**src/hdl/spg_pkg.sv**
```systemverilog
// constants and types shared by the stepper pulse generator
package spg_pkg;
  localparam int unsigned CNT_W          = 16;
  localparam int unsigned IDX_W          = 6;
  localparam int unsigned SEL_W          = 3;
  localparam int unsigned TIMER_W        = 16;
  localparam int unsigned NUM_CMP        = 8;
  localparam logic [IDX_W-1:0] RAMP_STEP_COUNT = 6'h31;   // 49 transfers per ramp
  localparam logic [IDX_W-1:0] IDX_BOTTOM      = 6'h00;
  localparam logic [IDX_W-1:0] IDX_TOP         = 6'h30;   // 48, last of 49 entries
  localparam logic [IDX_W-1:0] IDX_STEP        = 6'h01;
  localparam logic [CNT_W-1:0] NO_OVERLAP_DFLT = 16'h0064; // 100 cycles
  localparam logic [TIMER_W-1:0] INTERVAL_DFLT = 16'hBDDD; // 48605 cycles
  localparam int unsigned TBL_BASE_PERIOD = 15000;
  localparam int unsigned TBL_PERIOD_STEP = 200;
  localparam logic [CNT_W-1:0] CNT_ZERO  = 16'h0000;
  localparam logic [CNT_W-1:0] CNT_ONE   = 16'h0001;
  localparam logic [TIMER_W-1:0] TMR_ONE = 16'h0001;

  // compare register slots
  localparam logic [SEL_W-1:0] SEL_A_SET     = 3'h0;
  localparam logic [SEL_W-1:0] SEL_A_CLR     = 3'h1;
  localparam logic [SEL_W-1:0] SEL_A_BAR_SET = 3'h2;
  localparam logic [SEL_W-1:0] SEL_A_BAR_CLR = 3'h3;
  localparam logic [SEL_W-1:0] SEL_B_SET     = 3'h4;
  localparam logic [SEL_W-1:0] SEL_B_CLR     = 3'h5;
  localparam logic [SEL_W-1:0] SEL_B_BAR_SET = 3'h6;
  localparam logic [SEL_W-1:0] SEL_B_BAR_CLR = 3'h7;

  typedef enum logic [2:0] {
    ST_IDLE  = 3'h0,
    ST_ACCEL = 3'h1,
    ST_CONST = 3'h3,
    ST_DECEL = 3'h2,
    ST_STOP  = 3'h6
  } spg_state_type;
endpackage : spg_pkg

```
**src/hdl/spg_interval_timer.sv**
```systemverilog
// interval timer: one-shot count of clock cycles, ends with a one-cycle pulse
`timescale 1ns/1ps
module spg_interval_timer #(
  parameter logic [spg_pkg::TIMER_W-1:0] INTERVAL = spg_pkg::INTERVAL_DFLT
) (
  input  wire logic clk_sys, // system clock
  input  wire logic rst,     // async reset, active high
  input  wire logic start,   // begin timing
  output logic      busy,    // timing in progress
  output logic      expired  // pulse when interval ends
);
  logic [spg_pkg::TIMER_W-1:0] count_r;
  logic                        busy_r;
  logic                        expired_r;

  always_ff @(posedge clk_sys or posedge rst) begin
    if (rst) begin
      count_r   <= '0;
      busy_r    <= 1'b0;
      expired_r <= 1'b0;
    end else begin
      expired_r <= 1'b0;
      if (start) begin
        count_r <= INTERVAL;
        busy_r  <= 1'b1;
      end else if (busy_r) begin
        if (count_r == spg_pkg::TMR_ONE) begin
          busy_r    <= 1'b0;
          expired_r <= 1'b1;
        end
        count_r <= count_r - spg_pkg::TMR_ONE;
      end
    end
  end

  assign busy    = busy_r;
  assign expired = expired_r;
endmodule : spg_interval_timer

```
**src/hdl/spg_stepper.sv**
```systemverilog
// two-phase stepping motor pulse generator with table-driven ramps
`timescale 1ns/1ps
module spg_stepper #(
  parameter logic [spg_pkg::CNT_W-1:0]   NO_OVERLAP_COUNT = spg_pkg::NO_OVERLAP_DFLT,
  parameter logic [spg_pkg::TIMER_W-1:0] INTERVAL_COUNT   = spg_pkg::INTERVAL_DFLT
) (
  input  wire logic clk_sys,            // 40 MHz system clock
  input  wire logic rst,                // async reset, active high
  input  wire logic start,              // one-cycle start command
  output logic      phase_a_out,        // A phase drive
  output logic      phase_a_bar_out,    // A-bar phase drive
  output logic      phase_b_out,        // B phase drive
  output logic      phase_b_bar_out,    // B-bar phase drive
  output logic      period_match_event, // pulse on period compare match
  output logic      transfer_done,      // pulse after each table transfer
  output logic      reverse_run,        // current run direction
  output logic      pulse_running,      // counters running
  output logic      ramp_active         // acceleration or deceleration
);
  // nominal table word for one slot at one ramp index; period shrinks with index
  function automatic logic [spg_pkg::CNT_W-1:0] tbl_word(input logic [spg_pkg::SEL_W-1:0] sel,
                                                         input logic [spg_pkg::IDX_W-1:0] idx);
    int unsigned p;
    int unsigned v;
    p = spg_pkg::TBL_BASE_PERIOD - spg_pkg::TBL_PERIOD_STEP * int'(idx);
    case (sel)
      spg_pkg::SEL_A_SET:     v = p;
      spg_pkg::SEL_A_CLR:     v = p / 2;
      spg_pkg::SEL_A_BAR_SET: v = p / 2;
      spg_pkg::SEL_A_BAR_CLR: v = p;
      spg_pkg::SEL_B_SET:     v = p / 4;
      spg_pkg::SEL_B_CLR:     v = (3 * p) / 4;
      spg_pkg::SEL_B_BAR_SET: v = (3 * p) / 4;
      spg_pkg::SEL_B_BAR_CLR: v = p / 4;
      default:                v = p;
    endcase
    return v[spg_pkg::CNT_W-1:0];
  endfunction : tbl_word

  // source slot for a destination; reverse swaps B-phase sources
  function automatic logic [spg_pkg::SEL_W-1:0] src_sel(input logic [spg_pkg::SEL_W-1:0] dst,
                                                        input logic rev);
    logic [spg_pkg::SEL_W-1:0] s;
    s = dst;
    if (rev) begin
      case (dst)
        spg_pkg::SEL_B_SET:     s = spg_pkg::SEL_B_BAR_CLR;
        spg_pkg::SEL_B_CLR:     s = spg_pkg::SEL_B_BAR_SET;
        spg_pkg::SEL_B_BAR_SET: s = spg_pkg::SEL_B_CLR;
        spg_pkg::SEL_B_BAR_CLR: s = spg_pkg::SEL_B_SET;
        default:                s = dst;
      endcase
    end
    return s;
  endfunction : src_sel

  // value loaded into a destination; clear slots are pulled early by the gap
  function automatic logic [spg_pkg::CNT_W-1:0] load_word(input logic [spg_pkg::SEL_W-1:0] dst,
                                                          input logic [spg_pkg::IDX_W-1:0] idx,
                                                          input logic rev);
    logic [spg_pkg::CNT_W-1:0] w;
    w = tbl_word(src_sel(dst, rev), idx);
    if (dst[0])
      w = w - NO_OVERLAP_COUNT;
    return w;
  endfunction : load_word

  spg_pkg::spg_state_type      state_r;
  logic                        rev_r;
  logic [spg_pkg::IDX_W-1:0]   idx_r;
  logic [spg_pkg::IDX_W-1:0]   xfer_cnt_r;
  logic [spg_pkg::CNT_W-1:0]   cnt_r;
  logic [spg_pkg::CNT_W-1:0]   cmp_r [spg_pkg::NUM_CMP];
  logic [3:0]                  out_r;
  logic                        xfer_evt_r;
  logic                        running;
  logic                        ramping;
  logic                        pmatch;
  logic                        do_xfer;
  logic                        last_xfer;
  logic                        tmr_start;
  logic                        tmr_busy;
  logic                        tmr_expired;
  logic                        go_accel;

  assign running   = (state_r == spg_pkg::ST_ACCEL) || (state_r == spg_pkg::ST_CONST) ||
                     (state_r == spg_pkg::ST_DECEL);
  assign ramping   = (state_r == spg_pkg::ST_ACCEL) || (state_r == spg_pkg::ST_DECEL);
  assign pmatch    = running && (cnt_r == cmp_r[spg_pkg::SEL_A_SET]);
  assign do_xfer   = pmatch && ramping && (xfer_cnt_r != spg_pkg::RAMP_STEP_COUNT);
  assign last_xfer = do_xfer && (xfer_cnt_r == spg_pkg::RAMP_STEP_COUNT - spg_pkg::IDX_STEP);
  assign go_accel  = (state_r == spg_pkg::ST_IDLE && start) ||
                     (state_r == spg_pkg::ST_STOP && tmr_expired);
  assign tmr_start = last_xfer;

  // one timer serves both constant run and stop, so both intervals are equal
  spg_interval_timer #(
    .INTERVAL (INTERVAL_COUNT)
  ) u_interval_timer (
    .clk_sys (clk_sys),
    .rst     (rst),
    .start   (tmr_start),
    .busy    (tmr_busy),
    .expired (tmr_expired)
  );

  // run sequence
  always_ff @(posedge clk_sys or posedge rst) begin
    if (rst) begin
      state_r <= spg_pkg::ST_IDLE;
    end else begin
      case (state_r)
        spg_pkg::ST_IDLE:  if (start) state_r <= spg_pkg::ST_ACCEL;
        spg_pkg::ST_ACCEL: if (last_xfer) state_r <= spg_pkg::ST_CONST;
        spg_pkg::ST_CONST: if (tmr_expired) state_r <= spg_pkg::ST_DECEL;
        spg_pkg::ST_DECEL: if (last_xfer) state_r <= spg_pkg::ST_STOP;
        spg_pkg::ST_STOP:  if (tmr_expired) state_r <= spg_pkg::ST_ACCEL;
        default:           state_r <= spg_pkg::ST_IDLE;
      endcase
    end
  end

  // direction flips after each stop
  always_ff @(posedge clk_sys or posedge rst) begin
    if (rst) begin
      rev_r <= 1'b0;
    end else if (state_r == spg_pkg::ST_STOP && tmr_expired) begin
      rev_r <= ~rev_r;
    end
  end

  // shared table index and transfer count
  always_ff @(posedge clk_sys or posedge rst) begin
    if (rst) begin
      idx_r      <= spg_pkg::IDX_BOTTOM;
      xfer_cnt_r <= '0;
    end else if (go_accel) begin
      idx_r      <= spg_pkg::IDX_BOTTOM;
      xfer_cnt_r <= '0;
    end else if (state_r == spg_pkg::ST_CONST && tmr_expired) begin
      idx_r      <= spg_pkg::IDX_TOP;
      xfer_cnt_r <= '0;
    end else if (do_xfer) begin
      xfer_cnt_r <= xfer_cnt_r + spg_pkg::IDX_STEP;
      if (last_xfer)
        idx_r <= idx_r;
      else if (state_r == spg_pkg::ST_ACCEL)
        idx_r <= idx_r + spg_pkg::IDX_STEP;
      else
        idx_r <= idx_r - spg_pkg::IDX_STEP;
    end
  end

  // compare registers: fixed destinations, one shared source index
  always_ff @(posedge clk_sys or posedge rst) begin
    if (rst) begin
      for (int i = 0; i < spg_pkg::NUM_CMP; i++)
        cmp_r[i] <= spg_pkg::CNT_ZERO;
    end else if (go_accel) begin
      for (int i = 0; i < spg_pkg::NUM_CMP; i++)
        cmp_r[i] <= load_word(i[spg_pkg::SEL_W-1:0], spg_pkg::IDX_BOTTOM,
                              (state_r == spg_pkg::ST_STOP) ? ~rev_r : rev_r);
    end else if (do_xfer) begin
      for (int i = 0; i < spg_pkg::NUM_CMP; i++)
        cmp_r[i] <= load_word(i[spg_pkg::SEL_W-1:0], idx_r, rev_r);
    end
  end

  // common counter for both channels; halted outside a run
  always_ff @(posedge clk_sys or posedge rst) begin
    if (rst) begin
      cnt_r <= spg_pkg::CNT_ZERO;
    end else if (go_accel) begin
      cnt_r <= spg_pkg::CNT_ZERO;
    end else if (pmatch) begin
      cnt_r <= spg_pkg::CNT_ZERO;
    end else if (running) begin
      cnt_r <= cnt_r + spg_pkg::CNT_ONE;
    end
  end

  // phase outputs: set on first compare, clear on second, held when halted
  always_ff @(posedge clk_sys or posedge rst) begin
    if (rst) begin
      out_r <= 4'h0;
    end else if (running) begin
      for (int ph = 0; ph < 4; ph++) begin
        if (cnt_r == cmp_r[2*ph])
          out_r[ph] <= 1'b1;
        else if (cnt_r == cmp_r[2*ph+1])
          out_r[ph] <= 1'b0;
      end
    end
  end

  always_ff @(posedge clk_sys or posedge rst) begin
    if (rst) begin
      xfer_evt_r <= 1'b0;
    end else begin
      xfer_evt_r <= do_xfer;
    end
  end

  assign phase_a_out        = out_r[0];
  assign phase_a_bar_out    = out_r[1];
  assign phase_b_out        = out_r[2];
  assign phase_b_bar_out    = out_r[3];
  assign period_match_event = pmatch;
  assign transfer_done      = xfer_evt_r;
  assign reverse_run        = rev_r;
  assign pulse_running      = running;
  assign ramp_active        = ramping;

  a_idle_outs_low: assert property (@(posedge clk_sys) disable iff (rst)
    (state_r == spg_pkg::ST_IDLE) |-> (out_r == 4'h0))
    else $error("outputs not low while idle");

  a_period_clears: assert property (@(posedge clk_sys) disable iff (rst)
    (pmatch && !go_accel) |=> (cnt_r == spg_pkg::CNT_ZERO))
    else $error("counter did not clear on period match");

  a_set_output: assert property (@(posedge clk_sys) disable iff (rst)
    (running && cnt_r == cmp_r[spg_pkg::SEL_B_SET]) |=> phase_b_out)
    else $error("phase B not set on its compare");

  a_clear_output: assert property (@(posedge clk_sys) disable iff (rst)
    (running && cnt_r == cmp_r[spg_pkg::SEL_A_CLR] && cnt_r != cmp_r[spg_pkg::SEL_A_SET]) |=> !phase_a_out)
    else $error("phase A not cleared on its compare");

  a_stop_hold: assert property (@(posedge clk_sys) disable iff (rst)
    (state_r == spg_pkg::ST_STOP) ##1 (state_r == spg_pkg::ST_STOP) |-> $stable(out_r) && $stable(cnt_r))
    else $error("outputs or counter moved during stop");

  a_xfer_event: assert property (@(posedge clk_sys) disable iff (rst)
    do_xfer |=> transfer_done ##1 !transfer_done)
    else $error("transfer event missing or too long");

  a_accel_step: assert property (@(posedge clk_sys) disable iff (rst)
    (do_xfer && !last_xfer && state_r == spg_pkg::ST_ACCEL) |=> (idx_r == $past(idx_r) + spg_pkg::IDX_STEP))
    else $error("acceleration index did not advance");

  a_decel_step: assert property (@(posedge clk_sys) disable iff (rst)
    (do_xfer && !last_xfer && state_r == spg_pkg::ST_DECEL) |=> (idx_r == $past(idx_r) - spg_pkg::IDX_STEP))
    else $error("deceleration index did not retreat");

  a_ramp_length: assert property (@(posedge clk_sys) disable iff (rst)
    last_xfer |-> (idx_r == ((state_r == spg_pkg::ST_ACCEL) ? spg_pkg::IDX_TOP : spg_pkg::IDX_BOTTOM)))
    else $error("ramp ended at the wrong count");

  a_no_shoot: assert property (@(posedge clk_sys) disable iff (rst)
    !(phase_a_out && phase_a_bar_out) && !(phase_b_out && phase_b_bar_out))
    else $error("complementary phases driven together");

  a_timer_on_end: assert property (@(posedge clk_sys) disable iff (rst)
    (last_xfer && state_r == spg_pkg::ST_ACCEL) |=> (tmr_busy && state_r == spg_pkg::ST_CONST))
    else $error("constant interval not started after ramp");

  a_stop_rearm: assert property (@(posedge clk_sys) disable iff (rst)
    (state_r == spg_pkg::ST_STOP && tmr_expired) |=> (state_r == spg_pkg::ST_ACCEL && idx_r == spg_pkg::IDX_BOTTOM))
    else $error("acceleration not re-armed after stop");
endmodule : spg_stepper

```
**config.mk**
```make
export PLATFORM = sky130hd
export DESIGN_NAME = spg_stepper
export DESIGN_NICKNAME = d
export VERILOG_FILES = /design/src/hdl/spg_pkg.sv /design/src/hdl/spg_interval_timer.sv /design/src/hdl/spg_stepper.sv
export SDC_FILE = /design/constraint.sdc
export NUM_CORES = 1
export LEC_CHECK = 0
export ABC_AREA = 1
export BUFFER_PORTS_ARGS = -buffer_cell sky130_fd_sc_hd__buf_2
export CAP_MARGIN = 20
export CELL_PAD_IN_SITES_DETAIL_PLACEMENT = 0
export CELL_PAD_IN_SITES_GLOBAL_PLACEMENT = 1
export CORE_ASPECT_RATIO = 1.4
export CORE_MARGIN = 3
export CORE_UTILIZATION = 40
export DETAILED_ROUTE_END_ITERATION = 6
export PLACE_DENSITY_LB_ADDON = 0.1
export SYNTH_ARGS = -nofsm -noshare
export SYNTH_HDL_FRONTEND = slang
export SYNTH_HIERARCHICAL = 1
export SYNTH_SLANG_ARGS = --single-unit
export TNS_END_PERCENT = 50
```
**constraint.sdc**
```tcl
create_clock -name clk_sys -period 11.2 [get_ports clk_sys]
set_input_delay 1.68 -clock clk_sys [delete_from_list [all_inputs] [get_ports clk_sys]]
set_output_delay 1.68 -clock clk_sys [all_outputs]
set_load 0.02 [all_outputs]
```
==> flow_summary.ini <==
[place]
dp_hpwl_mm = 23.2
portBuffers = 11
routabilityCongestion = 0.966

[synth]
yosys_register_bits = 134
synth-compound-area-share_pct = 12.5
synthTopCellsByArea = dfrtp_1 (35%), nand2_1 (11%), ha_1 (8.9%)
synth.largest_area_cell = dfrtp_1
synth-simple-area-share_pct = 26.1
ys_warn_count = 6
synth_top_area_share_pct = 34.5
yosys.area_share.xor_xnor_pct = 7.39
synthMuxAreaShare_pct = 0
syn_nets = 1372
ys.flop_type = dfrtp_1
synthAdderAreaFrac_pct = 9.50
ys_seq_area_share_pct = 34.5
netlist_instances = 1297
synth_edf_count = 0
synth_area_sq_um = 9720
syn_area_per_cell_sq_um = 7.49
synthDistinctLibCells = 53
synthArstFlopShare_pct = 100
synth_top_family_by_area = simple AND/OR/NAND/NOR gates

[power_and_ir_drop]
ir_worst_vdd_mv = 0.118
p_per_area_nw_per_um2 = 213
leakagePower_nw = 5.27
power_w = 0.00228

[run]
drv_cap = 0

[clock_network]
cts_tree = done
h-tree-depth = 4
cts.hold.buffers_added = 0
clkSinkCount = 134
cts_buffers = 17
cts-root-buf = clkbuf_16
cts.repair.resized = 0
cts_max_path_buffers = 2
insertion_delay_ns = 0.44
path_clk_slew_ns = 0.06
cts_setup_buffers = 0

[final_layout]
num_antenna_cells = 0
layout_commonest_cell = nand2_1
area_growth_pct = 10.0
layout_common_cells = nand2_1 (276), inv_1 (191), dfrtp_1 (134)
postLayoutCoreUtil_pct = 45.4
final_nets = 1376
drive_above_1_share_pct = 7.53

[routing]
routed_wl_mm = 30.7
drcViolationCount = 0
first_pass_iters = 5
drtIter0Drc = 596
vias = 8566
avgRoutedWirePerCell_um = 19.0
via_per_inst = 5.29
ant_nets = 0

[floorplan]
die_x_um = 138
core_sq_um = 23500
rows = 66
start_util_pct = 41.3
die-area_sq_um = 26200
dieHeight_um = 190
ios = 12

[grt]
grtUsageTotal_pct = 24.7
grt_max_degree = 73
grt_remaining_overflow = 0
grt_pass1_wl_mm = 49.3
antenna_found_initial = 0
grt_pass1_vias = 8706

[setup_path]
rr_endpoint = cmp_r[46]$_DFFE_PP0P_
start_kind = flop
crit_slowest_cell = nor2_1
crit_fanout = 8
critPathKind = flop to flop
rrSetupSlack_ns = 5.60
critPathRequiredTime_ns = 11.52
crit_path_end_kind = flop
slowest_delay_ns = 0.52
rr_worst_depth = 28
crit_end = cmp_r[46]$_DFFE_PP0P_
worstPathArrival_ns = 5.92
r2r_start = idx_r[1]$_DFFE_PP0P_
crit_path_start = idx_r[1]$_DFFE_PP0P_
critPathMostFrequentCell = nand2_1

[sta]
tightest_slew_ns = 0.978
max_freq_ghz = 0.179
rsz0062_at_grt = no
finalCriticalPeriod_ns = 5.60
finalCritPeriodShare_pct = 50.0
max-slew-margin-rel_pct = 34.8
hold_viol_final = 0
setup_violations = 0
tns_ns = 0
slew_viol_final = 0
fin_skew_ns = 0.0106

[min_path]
holdCritPathClass = flop to flop
holdPathStages = 1

[outcome]
outcome = finished clean
[worst max-delay path, delay by kind of cell, from the launching register on]
kind          cells  cell delay, ns
fa+ha+maj         6            2.19
buf+inv           4            0.54
flops             1            0.49
simple gates     18            2.27
[per-layer routing]
layer	track usage [%]	routed length, um	vias up
li1	-	-	4257
met1	32.1	13300	4068
met2	41.1	15200	186
met3	3.30	1070	55
met4	10.3	1180	0
met5	0	0	-
[where the power goes]
group	internal [W]	leakage [nW]	switching (W)
Clock	0.000412	0.324	0.000237
Combinational	0.000320	3.28	0.000758
Sequential	0.000505	1.67	0.0000481
Total	0.00124	5.27	0.00104
[worst min-delay path by stage]
stage,startpoint,endpoint,slack (ns)
after CTS,reverse_run$_DFFE_PP0P_,reverse_run$_DFFE_PP0P_,0.47
final,reverse_run$_DFFE_PP0P_,reverse_run$_DFFE_PP0P_,0.47
after global routing,reverse_run$_DFFE_PP0P_,reverse_run$_DFFE_PP0P_,0.50
after detailed placement,reverse_run$_DFFE_PP0P_,reverse_run$_DFFE_PP0P_,0.46
after global placement,reverse_run$_DFFE_PP0P_,reverse_run$_DFFE_PP0P_,0.46
after floorplan,cmp_r[66]$_DFFE_PP0P_,cmp_r[66]$_DFFE_PP0P_,0.45
[metrics by stage]
stage	cell area, sq um	hold slack, ns	worst slack (ns)	std cells
after floorplan	9720	0.448	6.45	1297
after global placement	10000	0.458	5.68	1588
after detailed placement	10000	0.462	5.60	1588
after CTS	10700	0.475	5.57	1620
after global routing	10700	0.502	4.95	1620
final	10700	0.470	5.60	1620
[state kept, by name, indices dropped and copies added (netlist names)]
name and flops:
u_interval_timer/expired 1, u_interval_timer/count_r 16, u_interval_timer/busy 1, xfer_cnt_r 6
out_r 4, state_r 3, reverse_run 1, transfer_done 1
idx_r 6, cmp_r 79, cnt_r 16
[layout make-up]
class / instances / area, sq um
repair buffers: 19 / 115
well taps: 306 / 383
clock buffers: 20 / 457
fillers: 2473 / 12800
flip-flops and latches: 134 / 3350
clock inverters: 12 / 213
multi-input cells: 924 / 5400
inverters: 205 / 772
[kinds of logic (layout without fill, tap and decap cells)]
| logic type | Yosys count | count (layout) |
|---|---|---|
| compound gates | 204 | 204 |
| xor+xnor | 82 | 82 |
| fa+ha+maj | 72 | 72 |
| buf+inv | 239 | 256 |
| flops | 134 | 134 |
| simple gates | 566 | 566 |
[Yosys cell counts, types with 7 or more instances]
cell type / count
a21oi_1: 41
a21oi_2: 8
a22oi_1: 7
buf_2: 16
buf_4: 7
dfrtp_1: 134
ha_1: 69
inv_1: 192
inv_2: 11
nand2_1: 276
nand3_1: 91
nand4_1: 28
nor2_1: 93
nor3_1: 31
nor4_1: 10
o21ai_0: 75
o21ai_1: 8
o22ai_1: 30
xnor2_1: 34
xor2_1: 48
(Power assumes the default switching activity.)
